--- src/rtl/fsie_pkg.sv ---
// Purpose: shared constants and types of the fault status / interrupt enable block
// Assumes: 16-bit registers at byte-free offsets on a plain register port
// Notes:   two-bit enable fields read 0h/2h and take 1h/3h on write
package fsie_pkg;

  localparam int ADDR_W = 8;
  localparam int DATA_W = 16;
  localparam int N_SUP  = 4;
  localparam int N_EN   = 4;

  // register offsets
  localparam logic [ADDR_W-1:0] ADDR_LED_FAULT_IRQ_ENABLE = 8'h0C;
  localparam logic [ADDR_W-1:0] ADDR_SUPPLY_FAULT_STATUS  = 8'h0E;
  localparam logic [ADDR_W-1:0] ADDR_SUPPLY_FAULT_MASK    = 8'h20;
  localparam logic [ADDR_W-1:0] ADDR_IRQ_EVENT_STATUS     = 8'h22;

  // reset values
  localparam logic [DATA_W-1:0] LED_FAULT_IRQ_ENABLE_RST = 16'h00AA;
  localparam logic [DATA_W-1:0] SUPPLY_FAULT_STATUS_RST  = 16'h0000;
  localparam logic [DATA_W-1:0] SUPPLY_FAULT_MASK_RST    = 16'hAA00;
  localparam logic [DATA_W-1:0] IRQ_EVENT_STATUS_RST     = 16'h0000;

  // two-bit enable field encodings
  localparam logic [1:0] EN_RD_ON  = 2'h2;
  localparam logic [1:0] EN_RD_OFF = 2'h0;
  localparam logic [1:0] EN_WR_OFF = 2'h1;
  localparam logic [1:0] EN_WR_ON  = 2'h3;

  // enable field positions: 0 led_fault_irq_gate, 1 bad_string_cfg_irq_gate, 2 bus timeout, 3 global
  localparam int EN_LSB [0:N_EN-1] = '{0, 2, 4, 6};
  localparam int EN_GLOBAL     = 3;
  localparam int RSVD_LSB      = 8;
  localparam int RSVD_W        = 8;

  // supply flag positions: 0 crc, 1 sync loss, 2 pump, 3 pump cap; ack bit sits one below
  localparam int SUP_FLAG_POS [0:N_SUP-1] = '{15, 13, 11, 9};

  typedef struct packed {
    logic crc_err;
    logic sync_loss;
    logic pump_fault;
    logic pump_cap_missing;
    logic bus_timeout;
    logic bad_string_cfg;
    logic led_fault;
  } fsie_det_t;

  typedef struct packed {
    logic [ADDR_W-1:0] addr;
    logic [DATA_W-1:0] wdata;
    logic              wr;
    logic              rd;
  } fsie_bus_req_t;

endpackage

--- src/rtl/fsie_fault_irq.sv ---
// Purpose: fault status latching, interrupt enable fields and interrupt output
// Assumes: detectors and register port are synchronous to sys_clk
// Notes on behaviour
// each enable field reads 0h when disabled and 2h when enabled
// writing 1h disables a field, 3h enables it; other codes change nothing
// global enable field resets enabled; reserved upper byte resets to zero
// bus timeout interrupt enable field exists and resets enabled
// invalid string configuration enable field exists and resets enabled
// bits 1-0 gate led open/short faults and reset enabled
// supply fault status sits at 0Eh and resets to all zero
// writing one to flag and its ack together clears flag and interrupt
// bit 15 shows a recorded crc error fault
// bit 14 is the crc error ack companion
// bit 13 shows a missing boost sync fault
// bit 12 is the sync loss ack companion
// bit 11 shows a charge pump fault
// bit 10 is the charge pump ack companion
// bit 9 shows a missing charge pump capacitor fault
// bit 8 is the pump capacitor ack companion
// led interrupt enable register sits at 0Ch
// flags latch on detection; irq while an enabled flag is set
// writing only a flag or only its ack leaves the flag unchanged
`timescale 1ns/100ps

module fsie_fault_irq
(
  input  wire logic                          sys_clk,
  input  wire logic                          rst_n,
  input  wire fsie_pkg::fsie_bus_req_t       bus_req,
  output logic [fsie_pkg::DATA_W-1:0]        rd_data,
  output logic                               rd_valid,
  input  wire fsie_pkg::fsie_det_t           det,
  output logic                               irq
);

  // state
  logic [fsie_pkg::N_EN-1:0]    en;
  logic [fsie_pkg::N_EN-1:0]    next_en;
  logic [fsie_pkg::RSVD_W-1:0]  rsvd;
  logic [fsie_pkg::RSVD_W-1:0]  next_rsvd;
  logic [fsie_pkg::N_SUP-1:0]   sup_flag;
  logic [fsie_pkg::N_SUP-1:0]   next_sup_flag;
  logic [fsie_pkg::N_SUP-1:0]   sup_mask;
  logic [fsie_pkg::N_SUP-1:0]   next_sup_mask;
  logic [fsie_pkg::N_EN-2:0]    evt_flag;
  logic [fsie_pkg::N_EN-2:0]    next_evt_flag;
  logic                         next_irq;
  logic [fsie_pkg::DATA_W-1:0]  next_rd_data;

  // detector fan-out into indexed vectors
  wire [fsie_pkg::N_SUP-1:0]  sup_det;
  wire [fsie_pkg::N_EN-2:0]   evt_det;
  assign sup_det = {det.pump_cap_missing, det.pump_fault, det.sync_loss, det.crc_err};
  assign evt_det = {det.bus_timeout, det.bad_string_cfg, det.led_fault};

  // address decode
  // full compare, so no alias of a mapped offset can flip a gate
  wire hit_en   = bus_req.addr == fsie_pkg::ADDR_LED_FAULT_IRQ_ENABLE;
  wire hit_sup  = bus_req.addr == fsie_pkg::ADDR_SUPPLY_FAULT_STATUS;
  wire hit_mask = bus_req.addr == fsie_pkg::ADDR_SUPPLY_FAULT_MASK;
  wire hit_evt  = bus_req.addr == fsie_pkg::ADDR_IRQ_EVENT_STATUS;
  wire wr_en    = bus_req.wr && hit_en;
  wire wr_sup   = bus_req.wr && hit_sup;
  wire wr_mask  = bus_req.wr && hit_mask;
  wire wr_evt   = bus_req.wr && hit_evt;

  // readback images
  wire [fsie_pkg::DATA_W-1:0] en_image;
  wire [fsie_pkg::DATA_W-1:0] sup_image;
  wire [fsie_pkg::DATA_W-1:0] mask_image;
  wire [fsie_pkg::DATA_W-1:0] evt_image;

  // upper byte of the enable register is plain storage
  assign next_rsvd = wr_en ? bus_req.wdata[fsie_pkg::RSVD_LSB +: fsie_pkg::RSVD_W] : rsvd;
  assign en_image[fsie_pkg::RSVD_LSB +: fsie_pkg::RSVD_W] = rsvd;

  genvar gi;
  // enable fields: one bit of state each, two bits on the bus
  generate
    for (gi = 0; gi < fsie_pkg::N_EN; gi++)
    begin : g_en
      wire [1:0] code = bus_req.wdata[fsie_pkg::EN_LSB[gi] +: 2];
      // codes 0h and 2h are ignored so a read-modify-write never flips a field
      assign next_en[gi] = (wr_en && code == fsie_pkg::EN_WR_ON)  ? 1'b1 :
                           (wr_en && code == fsie_pkg::EN_WR_OFF) ? 1'b0 :
                           en[gi];
      assign en_image[fsie_pkg::EN_LSB[gi] +: 2] = en[gi] ? fsie_pkg::EN_RD_ON
                                                          : fsie_pkg::EN_RD_OFF;
    end
  endgenerate

  // supply fault flags with paired ack bits
  generate
    for (gi = 0; gi < fsie_pkg::N_SUP; gi++)
    begin : g_sup
      localparam int FP = fsie_pkg::SUP_FLAG_POS[gi];
      // both bits must be one; a lone flag or ack write is ignored
      wire pair_clr = wr_sup && bus_req.wdata[FP] && bus_req.wdata[FP-1];
      // a detection in the clearing cycle wins, so no fault is lost
      assign next_sup_flag[gi] = sup_det[gi] || (sup_flag[gi] && !pair_clr);
      assign next_sup_mask[gi] = wr_mask ? bus_req.wdata[FP] : sup_mask[gi];
      assign sup_image[FP]     = sup_flag[gi];
      assign sup_image[FP-1]   = 1'b0;
      assign mask_image[FP]    = sup_mask[gi];
      assign mask_image[FP-1]  = 1'b0;
    end
  endgenerate

  // supply-side events that this block does not hold read as zero
  assign sup_image[7:0]  = 8'h00;
  assign mask_image[7:0] = 8'h00;

  // led-side event flags, write one to clear, at the same bit as their enable field
  // held here only so the led-side gates have something to gate
  generate
    for (gi = 0; gi < fsie_pkg::N_EN - 1; gi++)
    begin : g_evt
      wire w1c = wr_evt && bus_req.wdata[fsie_pkg::EN_LSB[gi]];
      assign next_evt_flag[gi] = evt_det[gi] || (evt_flag[gi] && !w1c);
      assign evt_image[fsie_pkg::EN_LSB[gi]]     = evt_flag[gi];
      assign evt_image[fsie_pkg::EN_LSB[gi] + 1] = 1'b0;
    end
  endgenerate
  assign evt_image[fsie_pkg::DATA_W-1:fsie_pkg::EN_LSB[fsie_pkg::EN_GLOBAL]] = '0;

  // interrupt: global gate over masked supply flags and enabled led-side flags
  // irq is registered, so it lags its flag by one cycle but never glitches
  wire sup_pending = |(sup_flag & sup_mask);
  wire evt_pending = |(evt_flag & en[fsie_pkg::N_EN-2:0]);
  assign next_irq  = en[fsie_pkg::EN_GLOBAL] && (sup_pending || evt_pending);

  // read mux; unmapped addresses return zero
  // zero outside a read cycle keeps stale data off the bus
  assign next_rd_data = !bus_req.rd ? '0 :
                        hit_en      ? en_image   :
                        hit_sup     ? sup_image  :
                        hit_mask    ? mask_image :
                        hit_evt     ? evt_image  : '0;

  // enable register and reserved byte
  always_ff @(posedge sys_clk or negedge rst_n)
  begin
    if (!rst_n)
    begin
      en   <= {fsie_pkg::N_EN{1'b1}};
      rsvd <= fsie_pkg::LED_FAULT_IRQ_ENABLE_RST[fsie_pkg::RSVD_LSB +: fsie_pkg::RSVD_W];
    end
    else
    begin
      en   <= next_en;
      rsvd <= next_rsvd;
    end
  end

  // fault flags and mask
  always_ff @(posedge sys_clk or negedge rst_n)
  begin
    if (!rst_n)
    begin
      sup_flag <= '0;
      sup_mask <= {fsie_pkg::N_SUP{1'b1}};
      evt_flag <= '0;
    end
    else
    begin
      sup_flag <= next_sup_flag;
      sup_mask <= next_sup_mask;
      evt_flag <= next_evt_flag;
    end
  end

  // registered outputs; read data stands only in the cycle after the strobe
  always_ff @(posedge sys_clk or negedge rst_n)
  begin
    if (!rst_n)
    begin
      rd_data  <= '0;
      rd_valid <= 1'b0;
      irq      <= 1'b0;
    end
    else
    begin
      rd_data  <= next_rd_data;
      rd_valid <= bus_req.rd;
      irq      <= next_irq;
    end
  end

  wire rd_en_reg  = bus_req.rd && hit_en;
  wire rd_sup_reg = bus_req.rd && hit_sup;
  wire [fsie_pkg::RSVD_W-1:0] wr_rsvd_field = bus_req.wdata[fsie_pkg::RSVD_LSB +: fsie_pkg::RSVD_W];
endmodule

--- config.mk ---
export PLATFORM = sky130hd
export DESIGN_NAME = fsie_fault_irq
export DESIGN_NICKNAME = d
export VERILOG_FILES = /design/src/rtl/fsie_pkg.sv /design/src/rtl/fsie_fault_irq.sv
export SDC_FILE = /design/constraint.sdc
export NUM_CORES = 1
export LEC_CHECK = 0
export BUFFER_PORTS_ARGS = -buffer_cell sky130_fd_sc_hd__buf_4
export CORE_AREA = 2 2 64 66
export CTS_CLUSTER_DIAMETER = 40
export DETAILED_ROUTE_END_ITERATION = 10
export DIE_AREA = 0 0 66 68
export PLACE_DENSITY = 0.75
export SETUP_SLACK_MARGIN = 0.05
export SLEW_MARGIN = 0
export SYNTH_ARGS = -nofsm -noshare
export SYNTH_HDL_FRONTEND = slang
export SYNTH_SLANG_ARGS = --single-unit
export TNS_END_PERCENT = 5
--- constraint.sdc ---
create_clock -name sys_clk -period 1 [get_ports sys_clk]
set_input_delay 0.25 -clock sys_clk [delete_from_list [all_inputs] [get_ports sys_clk]]
set_output_delay 0.25 -clock sys_clk [all_outputs]
set_load 0.005 [all_outputs]
==> results.toml <==
[status]
status = "finished with violations"
violations = "setup timing"

[yosys]
synthFlopType = "dfrtp_1"
ys_seq_area_share_pct = 56.0
synth_cell_types = 36
syn_inst = 142
synth_edf_count = 0
async_reset_ff_share_pct = 100
yosys.area.top_type_share_pct = 44.3
synth.area.top_cells = "dfrtp_1 44%, dfstp_2 12%, mux2_1 6.2%"
netlist_area_sq_um = 1810
synth-seq-cells = 40
synth_area_leader_cell = "dfrtp_1"
yosysMostFrequentCell = "dfrtp_1"
syn_nets = 177
syn_avg_cell_area_sq_um = 12.7
ys_top_cells_by_count = "32 x dfrtp_1, 11 x and3_1, 10 x mux2_1, 8 x dfstp_2, 8 x nand3_1"
synth_warnings = 0

[worst_setup_path]
max_stage_delay_ns = 0.41
crit_path_frequent_cell = "buf_8"
cp-start-kind = "input port"
crit_type = "input port to flop"
cp_cell_sequence = "buf_8 -> or3_4 -> buf_8 -> nor4_4 -> mux2_4"
slowest_stage = "or3_4"
worstPathArrival_ns = 1.42
end_kind = "flop"
cp_max_fo = 5
cp_data_required_time_ns = 1.22

[placed_design]
portBuffers = 51
place_congestion = 0.836
dp_cells = 257
hpwl_mm = 3.63
place_area_sq_um = 2390

[cts]
path_clk_slew_ns = 0.08
cts_max_level = 2
cts_tree = "yes"
clockBufferDepth = 2
clk_latency_ns = 0.29
clk_root_buffer_cell = "clkbuf_8"
clock_sinks = 40
numCtsBuffers = 5

[final_layout]
register_area_sq_um = 1010
instances_no_fill = 269
num_antenna_cells = 0
area.growth.synth_to_final_pct = 53.8
nFillCells = 258
final_area_sq_um = 2780
drive_above_1_share_pct = 57.5
nNetsFinal = 253
multi_input_area_sq_um = 896

[pwr]
peakVddDrop_mv = 1.02
power_density_nw_per_um2 = 1220
power.total_mw = 3.39
p_leak_nw = 1.30

[timing]
slew_viol_final = 0
finalCriticalPeriod_ns = 1.20
period_share_pct = 120
whs_ns = 0.137
relSlewSlack_pct = 66.3
fin_skew_ns = 0.00572
timing.fmax_mhz = 835
setup_viol = 52
rsz0062_at_grt = "true"
hold_violations = 0
setup_slack_ns = -0.197
worst_pin_slew_ns = 0.505

[global_routing]
grt_max_degree = 41
antenna_found_initial = 0
grt_use_total_pct = 25.2
grt_pass1_wl_mm = 8.13
grt_pass1_vias = 1566
gr-total-overflow = 0

[route]
wire_per_inst_um = 20.0
antenna_left = 0
drc = 0
dr_total_vias = 1550
wl_mm = 5.37
routed_via_density = 5.76
drt_iter0_markers = 141
drt_first_pass_iters = 4

[floorplanning]
rows = 23
die-area_sq_um = 4490
die_width_um = 66
core-area_sq_um = 3860
initial_utilization_pct = 46.9
io_pins = 53
die-height_um = 68

[run]
maxCapViolations = 0

[min_path]
min_path_type = "input port to flop"
critical path, delay by kind of cell:
kind	cells	cell delay [ns]
simple gates	2	0.57
mux	1	0.33
buf+inv	2	0.26
worst paths after layout:
kind                             start     endpoint  slack (ns)  cells after the start
max reg2reg                sup_mask[1]          irq       -0.15                      2
max in group asynchronous        rst_n  sup_mask[3]        0.17                      2
min reg2reg                      en[3]          irq        0.48                      2
min in group asynchronous        rst_n  evt_flag[2]        0.45                      2
min                             det[3]  sup_flag[3]        0.14                      2
max                        bus_req[22]        en[2]       -0.20                      5
registers in the layout, indices dropped and copies added (netlist names):
name,cells
sup_flag,4
sup_mask,4
rsvd,8
irq,1
evt_flag,3
rd_valid,1
rd_data,15
en,4
logic make-up (layout without fill, tap and decap cells):
logic type             after synthesis  count (layout)  share of synthesized area, %
multiplexers                        16              16                          9.97
flip-flops                          40              40                          56.0
AO/OA/AOI/OAI                       19              19                          8.10
other                                1               1                         0.208
buffers and inverters                9              86                          2.70
AND/OR/NAND/NOR                     57              57                          23.1
timing repair:
item,CTS,global route
hold endpoints to repair,32,0
setup endpoints to repair,56,56
gates cloned,1,0
buffers inserted,2,0
hold buffers,1,0
pin swaps,17,11
resized for setup,45,9
through the flow:
| step | setup WS, ns | utilization, % | TNS [ns] |
|---|---|---|---|
| 3_3_place_gp | -0.518 | 61.9 | -16.73 |
| 4_1_cts | -0.183 | 70.8 | -4.61 |
| 6_report | -0.197 | 72.1 | -4.96 |
| 2_1_floorplan | -0.325 | - | -9.06 |
| 5_1_grt | -0.233 | 72.1 | -6.57 |
| 3_5_place_dp | -0.625 | 61.9 | -18.03 |
power breakdown:
part / switching, mW / internal (mW)
clock network: 0.533 / 0.740
registers: 0.0232 / 1.66
logic: 0.217 / 0.221
total: 0.774 / 2.62
routing by layer:
metal  track usage (%)  share of wire [%]  vias to the layer above  wire length, um
met3              5.76                4.9                       18              262
li1                  -                  -                      689                -
met1              29.0                 39                      778             2100
met4              8.42                3.0                        0              159
met2              46.6                 53                       65             2850
met5                 0                  0                        -                0
placed cells by master (no fill, tap or decap), types with 3 or more instances in the layout:
cell type / n
buf_4: 50
dfrtp_1: 32
buf_6: 22
and3_1: 10
nand3_1: 8
dfstp_2: 8
nor2_1: 7
mux2_1: 7
mux2_2: 6
nand4_1: 5
clkbuf_8: 5
a221oi_2: 4
and4b_1: 4
a21o_1: 4
nand2_1: 4
o41ai_2: 3
a21oi_1: 3
nor4_4: 3
mux2_4: 3
buf_8: 3
layout make-up:
cell class,count,share of cell area [%]
Clock buffer,6,2.61
Clock inverter,2,1.26
Timing Repair Buffer,77,25.1
Multi-Input combinational cell,93,32.2
Inverter,1,0.135
Sequential cell,40,36.4
Tap cell,50,2.25
Note: power is estimated with default switching activity, not from simulation.
